## src/rtl/ifs_pkg.sv

```systemverilog
// Notes on behaviour
// - flash is 30 pages of 512 bytes; page erase addresses one page
// - erase leaves every byte of the erased region reading 8'hff
// - three erase kinds: mass erase of all flash, page erase of one page, option erase of the second option byte
// - data port supplies program byte and holds byte fetched by read
// - high and low address ports form the 16-bit target address
// - low three bits of op select choose idle, read, program, erase, option ops
// - first option byte never altered; option ops need address bit 0 set
// - operation starts on 46h then B9h to command register with enable set
// - command register read returns one id byte chosen by address low bit 0
// - control bit 7 gates any flash change
// - control bit 6 selects boot source after software reset
// - writing one to control bit 5 issues system reset, self clearing
// - software reset takes modify enable and boot select from its own control write; power-up clears them
// - wait field sets page erase stall: 43769, 21885, 10942, 5471 machine cycles
// - wait field sets program 240/120/60/30 and read 43/22/11/6 cycles
// - cpu held from trigger until the wait period expires
// - read data already in the data port when the cpu resumes
// - power-up boots programming memory if boot option 0 and size bits not 11
package ifs_pkg;

    // register offsets on the plain register port
    localparam logic [2:0] OFS_DATA    = 3'h0;
    localparam logic [2:0] OFS_ADDR_HI = 3'h1;
    localparam logic [2:0] OFS_ADDR_LO = 3'h2;
    localparam logic [2:0] OFS_OP_SEL  = 3'h3;
    localparam logic [2:0] OFS_COMMAND = 3'h4;
    localparam logic [2:0] OFS_CONTROL = 3'h5;

    // control register field positions
    localparam int BIT_MODIFY_EN = 7;
    localparam int BIT_BOOT_SEL  = 6;
    localparam int BIT_SOFT_RST  = 5;

    // trigger key bytes
    localparam logic [7:0] KEY_FIRST  = 8'h46;
    localparam logic [7:0] KEY_SECOND = 8'hb9;

    // identification bytes, values arbitrary
    localparam logic [7:0] ID_HIGH = 8'h5a;
    localparam logic [7:0] ID_LOW  = 8'h3c;

    // flash geometry and erase value
    localparam logic [4:0] PAGE_COUNT  = 5'h1e;
    localparam int         PAGE_SHIFT  = 9;
    localparam logic [7:0] ERASE_VALUE = 8'hff;

    // reset values
    localparam logic [7:0] RST_BYTE = 8'h00;
    localparam logic [2:0] RST_WAIT = 3'h0;

    // stall timing: machine cycles per wait code, clocks per machine cycle
    localparam int CLKS_PER_MC = 12;
    localparam int PROG_MC0 = 240;
    localparam int PROG_MC1 = 120;
    localparam int PROG_MC2 = 60;
    localparam int PROG_MC3 = 30;
    localparam int READ_MC0 = 43;
    localparam int READ_MC1 = 22;
    localparam int READ_MC2 = 11;
    localparam int READ_MC3 = 6;
    localparam int ERASE_MC0 = 43769;
    localparam int ERASE_MC1 = 21885;
    localparam int ERASE_MC2 = 10942;
    localparam int ERASE_MC3 = 5471;
    localparam int TMR_W = 20;
    localparam logic [1:0] STRAP_SETTLE = 2'h2;

    typedef enum logic [2:0] {
        OP_IDLE       = 3'b000,
        OP_READ       = 3'b001,
        OP_PROG       = 3'b010,
        OP_PAGE_ERASE = 3'b011,
        OP_MASS_ERASE = 3'b100,
        OP_OPT_READ   = 3'b101,
        OP_OPT_PROG   = 3'b110,
        OP_OPT_ERASE  = 3'b111
    } ifs_op_e;

    // command toward the flash array
    typedef struct packed {
        logic        valid;
        ifs_op_e     op;
        logic [15:0] addr;
        logic [4:0]  page;
        logic [7:0]  wdata;
        logic [7:0]  fill;
    } ifs_flash_cmd_s;

endpackage : ifs_pkg

```

## src/rtl/ifs_sequencer.sv

```systemverilog
`timescale 1ns/1ns
`default_nettype none
module ifs_sequencer
    import ifs_pkg::*;
#(
    parameter logic [19:0] ERASE_CLKS0 = 20'(ERASE_MC0 * CLKS_PER_MC),
    parameter logic [19:0] ERASE_CLKS1 = 20'(ERASE_MC1 * CLKS_PER_MC),
    parameter logic [19:0] ERASE_CLKS2 = 20'(ERASE_MC2 * CLKS_PER_MC),
    parameter logic [19:0] ERASE_CLKS3 = 20'(ERASE_MC3 * CLKS_PER_MC)
) (
    input  wire logic           CLK_SYS,
    input  wire logic           NRST,
    input  wire logic [2:0]     REG_ADDR,
    input  wire logic [7:0]     REG_WDATA,
    input  wire logic           REG_WR,
    input  wire logic           REG_RD,
    output logic      [7:0]     REG_RDATA,
    input  wire logic           HARD_BOOT_OPTION,
    input  wire logic           PROG_AREA_SIZE_HI,
    input  wire logic           PROG_AREA_SIZE_LO,
    output logic                CPU_STALL,
    output logic                SOFT_RESET,
    output logic                BOOT_FROM_PROG,
    output ifs_flash_cmd_s      FLASH_CMD,
    input  wire logic [7:0]     FLASH_RDATA
);

    typedef struct packed {
        logic [7:0]     data;
        logic [7:0]     addr_hi;
        logic [7:0]     addr_lo;
        logic [2:0]     op_sel;
        logic           modify_en;
        logic           boot_sel;
        logic [2:0]     wait_sel;
        logic           armed;
        logic           busy;
        ifs_op_e        run_op;
        logic [TMR_W-1:0] timer;
        logic           soft_rst;
        logic           boot_prog;
        logic [1:0]     strap_cnt;
        logic [2:0]     pin_meta;
        logic [2:0]     pin_sync;
        logic [7:0]     rdata;
        ifs_flash_cmd_s cmd;
    } ifs_state_s;

    localparam ifs_state_s RST_STATE = '{
        data:      RST_BYTE,
        addr_hi:   RST_BYTE,
        addr_lo:   RST_BYTE,
        op_sel:    OP_IDLE,
        modify_en: 1'b0,
        boot_sel:  1'b0,
        wait_sel:  RST_WAIT,
        armed:     1'b0,
        busy:      1'b0,
        run_op:    OP_IDLE,
        timer:     '0,
        soft_rst:  1'b0,
        boot_prog: 1'b0,
        strap_cnt: 2'h0,
        pin_meta:  3'h0,
        pin_sync:  3'h0,
        rdata:     RST_BYTE,
        cmd:       '0
    };

    ifs_state_s state_ff;
    ifs_state_s nxt_state;

    // clock count of the stall for one operation and wait code
    function automatic logic [TMR_W-1:0] stall_clks(input ifs_op_e op, input logic [2:0] sel);
        int mc;
        logic [TMR_W-1:0] res;
        mc = 0;
        res = '0;
        unique case (op)
            OP_READ, OP_OPT_READ: begin
                unique case (sel)
                    3'h0:    mc = READ_MC0;
                    3'h1:    mc = READ_MC1;
                    3'h2:    mc = READ_MC2;
                    default: mc = READ_MC3;
                endcase
                res = TMR_W'(mc * CLKS_PER_MC);
            end
            OP_PROG, OP_OPT_PROG: begin
                unique case (sel)
                    3'h0:    mc = PROG_MC0;
                    3'h1:    mc = PROG_MC1;
                    3'h2:    mc = PROG_MC2;
                    default: mc = PROG_MC3;
                endcase
                res = TMR_W'(mc * CLKS_PER_MC);
            end
            OP_PAGE_ERASE, OP_MASS_ERASE, OP_OPT_ERASE: begin
                unique case (sel)
                    3'h0:    res = ERASE_CLKS0;
                    3'h1:    res = ERASE_CLKS1;
                    3'h2:    res = ERASE_CLKS2;
                    default: res = ERASE_CLKS3;
                endcase
            end
            OP_IDLE: res = '0;
        endcase
        return res;
    endfunction : stall_clks

    // whether a selected operation may reach the flash at this address
    function automatic logic op_allowed(input ifs_op_e op, input logic [15:0] addr);
        logic ok;
        ok = 1'b0;
        unique case (op)
            OP_IDLE:       ok = 1'b0;
            OP_READ, OP_PROG: ok = 1'b1;
            OP_PAGE_ERASE: ok = (addr[15:PAGE_SHIFT] < 7'(PAGE_COUNT));
            OP_MASS_ERASE: ok = 1'b1;
            OP_OPT_READ, OP_OPT_PROG, OP_OPT_ERASE: ok = addr[0];
        endcase
        return ok;
    endfunction : op_allowed

    logic [15:0] tgt_addr;
    ifs_op_e     sel_op;
    logic        wr_any;
    logic        soft_now;

    assign tgt_addr = {state_ff.addr_hi, state_ff.addr_lo};
    assign sel_op   = ifs_op_e'(state_ff.op_sel);
    // writes while the cpu is held cannot come from it, so they are dropped
    assign wr_any   = REG_WR && !state_ff.busy;
    assign soft_now = wr_any && (REG_ADDR == OFS_CONTROL) && REG_WDATA[BIT_SOFT_RST];

    // next state
    always_comb begin
        nxt_state = state_ff;
        nxt_state.cmd.valid = 1'b0;
        nxt_state.soft_rst = 1'b0;

        // boot pins cross into this clock through two flops
        nxt_state.pin_meta = {HARD_BOOT_OPTION, PROG_AREA_SIZE_HI, PROG_AREA_SIZE_LO};
        nxt_state.pin_sync = state_ff.pin_meta;

        // strap caught once the synchroniser has filled after power-up
        if (state_ff.strap_cnt < STRAP_SETTLE) begin
            nxt_state.strap_cnt = state_ff.strap_cnt + 2'h1;
        end else if (state_ff.strap_cnt == STRAP_SETTLE) begin
            nxt_state.strap_cnt = state_ff.strap_cnt + 2'h1;
            nxt_state.boot_prog = !state_ff.pin_sync[2]
                                  && (state_ff.pin_sync[1:0] != 2'b11);
        end

        // stall countdown; read data land on the same edge as release
        if (state_ff.busy) begin
            if (state_ff.timer == '0) begin
                nxt_state.busy = 1'b0;
                if (state_ff.run_op == OP_READ || state_ff.run_op == OP_OPT_READ) begin
                    nxt_state.data = FLASH_RDATA;
                end
            end else begin
                nxt_state.timer = state_ff.timer - TMR_W'(1);
            end
        end

        // register writes
        if (wr_any) begin
            unique case (REG_ADDR)
                OFS_DATA:    nxt_state.data = REG_WDATA;
                OFS_ADDR_HI: nxt_state.addr_hi = REG_WDATA;
                OFS_ADDR_LO: nxt_state.addr_lo = REG_WDATA;
                OFS_OP_SEL:  nxt_state.op_sel = REG_WDATA[2:0];
                OFS_COMMAND: begin
                    nxt_state.armed = 1'b0;
                    if (!state_ff.modify_en) begin
                        nxt_state.armed = 1'b0;
                    end else if (state_ff.armed && REG_WDATA == KEY_SECOND) begin
                        if (op_allowed(sel_op, tgt_addr)) begin
                            nxt_state.busy = 1'b1;
                            nxt_state.run_op = sel_op;
                            nxt_state.timer = stall_clks(sel_op, state_ff.wait_sel)
                                              - TMR_W'(1);
                            nxt_state.cmd.valid = 1'b1;
                            nxt_state.cmd.op = sel_op;
                            nxt_state.cmd.addr = tgt_addr;
                            nxt_state.cmd.page = tgt_addr[PAGE_SHIFT+4:PAGE_SHIFT];
                            nxt_state.cmd.wdata = state_ff.data;
                            nxt_state.cmd.fill = ERASE_VALUE;
                        end
                    end else if (REG_WDATA == KEY_FIRST) begin
                        nxt_state.armed = 1'b1;
                    end
                end
                OFS_CONTROL: begin
                    nxt_state.modify_en = REG_WDATA[BIT_MODIFY_EN];
                    nxt_state.boot_sel = REG_WDATA[BIT_BOOT_SEL];
                    nxt_state.wait_sel = REG_WDATA[2:0];
                    nxt_state.soft_rst = REG_WDATA[BIT_SOFT_RST];
                end
                default: ;
            endcase
        end

        // software reset clears data, address, op select, wait code and key state; enable and boot select come from the write
        if (soft_now) begin
            nxt_state.data = RST_BYTE;
            nxt_state.addr_hi = RST_BYTE;
            nxt_state.addr_lo = RST_BYTE;
            nxt_state.op_sel = OP_IDLE;
            nxt_state.wait_sel = RST_WAIT;
            nxt_state.armed = 1'b0;
            nxt_state.boot_prog = REG_WDATA[BIT_BOOT_SEL];
        end

        // read data one cycle after the strobe
        nxt_state.rdata = RST_BYTE;
        if (REG_RD) begin
            unique case (REG_ADDR)
                OFS_DATA:    nxt_state.rdata = state_ff.data;
                OFS_ADDR_HI: nxt_state.rdata = state_ff.addr_hi;
                OFS_ADDR_LO: nxt_state.rdata = state_ff.addr_lo;
                OFS_OP_SEL:  nxt_state.rdata = {5'h00, state_ff.op_sel};
                OFS_COMMAND: nxt_state.rdata = state_ff.addr_lo[0] ? ID_LOW : ID_HIGH;
                OFS_CONTROL: nxt_state.rdata = {state_ff.modify_en, state_ff.boot_sel,
                                                3'h0, state_ff.wait_sel};
                default:     nxt_state.rdata = RST_BYTE;
            endcase
        end
    end

    // single state register; power-up reset only
    always_ff @(posedge CLK_SYS or negedge NRST) begin
        if (!NRST) begin
            state_ff <= RST_STATE;
        end else begin
            state_ff <= nxt_state;
        end
    end

    // stall is a handshake toward the cpu, so it follows busy directly
    assign CPU_STALL      = state_ff.busy;
    assign SOFT_RESET     = state_ff.soft_rst;
    assign BOOT_FROM_PROG = state_ff.boot_prog;
    assign FLASH_CMD      = state_ff.cmd;
    assign REG_RDATA      = state_ff.rdata;

endmodule : ifs_sequencer
`default_nettype wire

```

## config.mk

```make
export PLATFORM = sky130hd
export DESIGN_NAME = ifs_sequencer
export DESIGN_NICKNAME = d
export VERILOG_FILES = /design/src/rtl/ifs_pkg.sv /design/src/rtl/ifs_sequencer.sv
export SDC_FILE = /design/constraint.sdc
export NUM_CORES = 1
export LEC_CHECK = 0
export ABC_AREA = 1
export BUFFER_PORTS_ARGS = -buffer_cell sky130_fd_sc_hd__buf_2
export CELL_PAD_IN_SITES_DETAIL_PLACEMENT = 0
export CELL_PAD_IN_SITES_GLOBAL_PLACEMENT = 1
export CORE_AREA = 2 2 124 126
export CTS_BUF_LIST = sky130_fd_sc_hd__clkbuf_4
export DETAILED_ROUTE_END_ITERATION = 8
export DIE_AREA = 0 0 126 128
export PLACE_DENSITY = 0.87
export SYNTH_ARGS = -nofsm -noshare
export SYNTH_HDL_FRONTEND = slang
export SYNTH_SLANG_ARGS = --single-unit
```

## constraint.sdc

```tcl
create_clock -name CLK_SYS -period 2 [get_ports CLK_SYS]
set_input_delay 0.1 -clock CLK_SYS [delete_from_list [all_inputs] [get_ports CLK_SYS]]
set_output_delay 0.1 -clock CLK_SYS [all_outputs]
set_load 0.005 [all_outputs]
```

==> parameters.txt <==
Parameter                              Value

Die
  Initial cell density of the core ... 0.393
  Area of the placeable core ... 14900 um^2
  Number of placement rows ... between 40 and 50
  Die extent in x ... around 130 um
  Io pins ... 78
  Vertical die dimension ... 128 um
  Die Footprint ... between 15000 and 20000 um^2

Global route
  First-pass GRT wire length ... 25000 um
  Global Route Usage Sum ... 0.194
  Remaining global-route overflow ... 0
  Largest net degree at the start of global routing ... about 60
  Initial antenna violation count ... 0
  Number of global-route vias before repair ... 5122

Pwr
  Static leakage ... around 3.6 nW
  Worst-case vdd ir drop ... 0.000460 V
  Power after layout ... approximately 3.4 mW
  Total power per unit cell area ... approximately 480 nW/um^2

Clock network
  Clock Latency Late Sink ... ~0.48 ns
  Maximum clock insertion buffer count ... 2
  Clock input transition at the sequential cells of the worst setup and hold paths ... 0.16 ns
  Clock buffers created by TritonCTS ... 9
  TritonCTS clock tree ... done
  Master cell of the clock root buffer ... sky130_fd_sc_hd__clkbuf_4
  H-tree lvl count ... 3
  Clk sinks ... a little over 100

Detailed routing
  Vias per std cell ... around 4.9
  Antenna-violating nets left ... 0
  Number of remaining DRC errors ... 0
  Total Wirelength ... 15300 um
  Routed wirelength normalized by instance count ... ~14 um
  Total via count in the routed design ... between 5000 and 6000
  First DRT Iteration DRCs ... roughly 280
  Initial DRT Pass Iterations ... 7

Worst setup path
  Element type at the critical path start ... flop
  Arrival time worst endpoint ... 2.46 ns
  Critical path required time ... 2.38 ns
  Worst setup path class ... reg2reg
  Type of element capturing the critical path ... flop
  Highest fanout seen on the critical path ... 4

Worst hold path
  Kind of path behind the tightest hold check ... in2reg

Logic synthesis
  Post-synth top area share ... 0.432
  Number of enable flip-flop cells after synthesis ... 0
  Synthesized flop and latch total ... around 100
  Most common library cells after synthesis ... sky130_fd_sc_hd__nand2_1, sky130_fd_sc_hd__dfrtp_1, sky130_fd_sc_hd__inv_1
  Leading cell type by number of instances after synthesis ... sky130_fd_sc_hd__nand2_1
  Share of flip-flops with an asynchronous set or reset ... 1.00
  Netlist cell types ... 36
  Avg Inst Size Synth ... roughly 7.6 um^2
  Largest area contributor in the synthesized netlist ... sky130_fd_sc_hd__dfrtp_1
  YS warnings ... 0
  Dominant cells by area after synthesis ... sky130_fd_sc_hd__dfrtp_1, sky130_fd_sc_hd__nand2_1, sky130_fd_sc_hd__buf_4
  Most instantiated flip-flop cell in the synthesis netlist ... sky130_fd_sc_hd__dfrtp_1
  Syn_nets ... ~800
  Sequential area share after synthesis ... 0.432
  Netlist area before placement ... around 5800 um^2
  Cell count after synthesis ... 771

Place
  Post-detailed-placement cell area ... between 6000 and 7000 um^2
  Port buffer count ... 77
  Global placer's final weighted congestion ... 0.913
  Placed cell count ... 1023
  Detail Placement HPWL ... about 11000 um

Timing
  Transition time of the tightest slew-check pin ... about 0.58 ns
  Worst path setup slack after routing ... -0.0792 ns
  Final-report hold violation count ... 0
  Number of endpoints failing setup at the final stage ... 7
  Final worst path period share ... 1.04
  Final Skew ... 0.0185 ns
  Clock period minus final worst setup slack ... slightly above 2 ns
  Final Max Slew Viols ... 0
  RSZ-0062 raised after global routing ... true
  Maximum achievable frequency ... 481 MHz
  Relative slew margins ... 0.612

Cells and area
  Fill cell total of the finished layout ... approximately 1600
  Final core area utilization ... 0.469
  Synthesis-to-layout area growth ... 19.3%
  Sequential cell area ... 2530 um^2
  Area occupied by multi-input gates ... between 2000 and 3000 um^2
  Final Cell Area ... approximately 7000 um^2
  N_diodes ... 0
  Net count of the finished layout ... 911
  Share of final-layout standard cells stronger than drive strength 1 ... 0.238
  Final cell count without fillers ... ~1100

Flow run
  Max-cap violations ... 0

Outcome
  Run status ... finished with violations
  Failing checks ... negative setup slack
## per-stage QoR
step | setup slack (ns) | TNS [ns] | hold WS, ns
2_1_floorplan | -0.0267 | -0.0435 | -0.196
3_3_place_gp | -0.127 | -0.643 | -0.0715
3_5_place_dp | -0.143 | -0.824 | -0.0716
4_1_cts | -0.0952 | -0.361 | 0.0371
5_1_grt | -0.324 | -2.10 | 0.0665
6_report | -0.0792 | -0.418 | 0.0636
## state kept, by name, summed over array words and instances (netlist names)
name and cells:
BOOT_FROM_PROG 1, CPU_STALL 1, FLASH_CMD 29, REG_RDATA 8, SOFT_RESET 1, nxt_state 3, sel_op 3, state_ff 55
## area by class of cell
type | count | share of cell area
Inverter | 106 | 0.0580
Timing Repair Buffer | 153 | 0.149
Tap cell | 188 | 0.0337
Clock inverter | 6 | 0.00987
Multi-Input combinational cell | 503 | 0.375
Clock buffer | 10 | 0.0108
Sequential cell | 101 | 0.363
## worst max-delay path: stages (launching register included)
cell and delay (ns):
sky130_fd_sc_hd__dfrtp_2 0.48, sky130_fd_sc_hd__nor2_4 0.16, sky130_fd_sc_hd__nand2_2 0.09, sky130_fd_sc_hd__ha_4 0.27, sky130_fd_sc_hd__inv_2 0.03, sky130_fd_sc_hd__ha_4 0.21, sky130_fd_sc_hd__nand2_4 0.05, sky130_fd_sc_hd__nand2_2 0.05
sky130_fd_sc_hd__inv_2 0.04, sky130_fd_sc_hd__nand2_2 0.04, sky130_fd_sc_hd__nand2_2 0.07, sky130_fd_sc_hd__nand2_2 0.07, sky130_fd_sc_hd__nor2_4 0.15, sky130_fd_sc_hd__nand2_2 0.05, sky130_fd_sc_hd__nand2_1 0.06, sky130_fd_sc_hd__nand2_1 0.05
sky130_fd_sc_hd__nand2_1 0.05, sky130_fd_sc_hd__nand2_1 0.05
## per-layer routing
metal  track usage  vias to the layer above  wire, um
met5             0                        -         0
li1              -                     2614         -
met2         0.334                      128      7550
met1         0.242                     2418      6620
met4        0.0724                        0       470
met3        0.0405                       33       662
## power by group
part	switching [mW]	total (mW)	internal, mW
Sequential	0.00445	2.06	2.06
Clock	0.706	1.11	0.404
Combinational	0.117	0.198	0.0811
## logic make-up (layout without fill, tap and decap cells)
logic type,count (synthesis),count (layout),synth area share
AOI/OAI and AO/OA,107,107,0.0985
xor gates and xnor gates,14,14,0.0210
adders and majority gates,11,11,0.0235
buffers and inverters,168,275,0.145
DFF,101,101,0.432
and+or+nand+nor,370,371,0.279
## final timing paths
path / slack [ns] / depth (start not counted) / start / endpoint
setup / recovery: -0.08 / 17 / state_ff[86] / state_ff[67]
hold / removal: 0.06 / 5 / REG_ADDR[2] / REG_RDATA[4]
setup reg to reg: -0.08 / 17 / state_ff[86] / state_ff[67]
hold reg to reg: 0.37 / 0 / nxt_state[51] / state_ff[51]
max in group asynchronous: 1.21 / 3 / NRST / state_ff[108]
min in group asynchronous: 0.13 / 3 / NRST / state_ff[107]
## layout by cell type, fill, tap and decap left out, types with 3 or more instances in the layout
cell type                         n
sky130_fd_sc_hd__nand2_1        203
sky130_fd_sc_hd__dfrtp_1         98
sky130_fd_sc_hd__inv_1           92
sky130_fd_sc_hd__buf_2           76
sky130_fd_sc_hd__o21ai_0         70
sky130_fd_sc_hd__nor2_1          53
sky130_fd_sc_hd__buf_4           52
sky130_fd_sc_hd__nand3_1         48
sky130_fd_sc_hd__dlygate4sd3_1   23
sky130_fd_sc_hd__nand2_2         17
sky130_fd_sc_hd__a21oi_1         14
sky130_fd_sc_hd__inv_2           11
sky130_fd_sc_hd__xor2_1          11
sky130_fd_sc_hd__o22ai_1         10
sky130_fd_sc_hd__clkbuf_4        10
sky130_fd_sc_hd__nand4_1          9
sky130_fd_sc_hd__nor2_4           8
sky130_fd_sc_hd__nor3_1           7
sky130_fd_sc_hd__nor2_2           6
sky130_fd_sc_hd__ha_1             6
sky130_fd_sc_hd__nor4_1           5
sky130_fd_sc_hd__ha_4             4
sky130_fd_sc_hd__clkinvlp_4       3
sky130_fd_sc_hd__and3_1           3
sky130_fd_sc_hd__xnor2_1          3
sky130_fd_sc_hd__a221oi_1         3
sky130_fd_sc_hd__a211oi_1         3
sky130_fd_sc_hd__dfrtp_2          3
## timing repair
| item | 4_1_cts | 5_1_grt |
|---|---|---|
| resized for setup | 12 | 24 |
| endpoints found under the setup margin | 8 | 33 |
| hold buffers | 23 | 0 |
| gates cloned | 0 | 1 |
| endpoints found under the hold margin | 131 | 0 |
| pin swaps | 13 | 18 |
| setup buffers | 1 | 3 |
(Power assumes the default switching activity.)
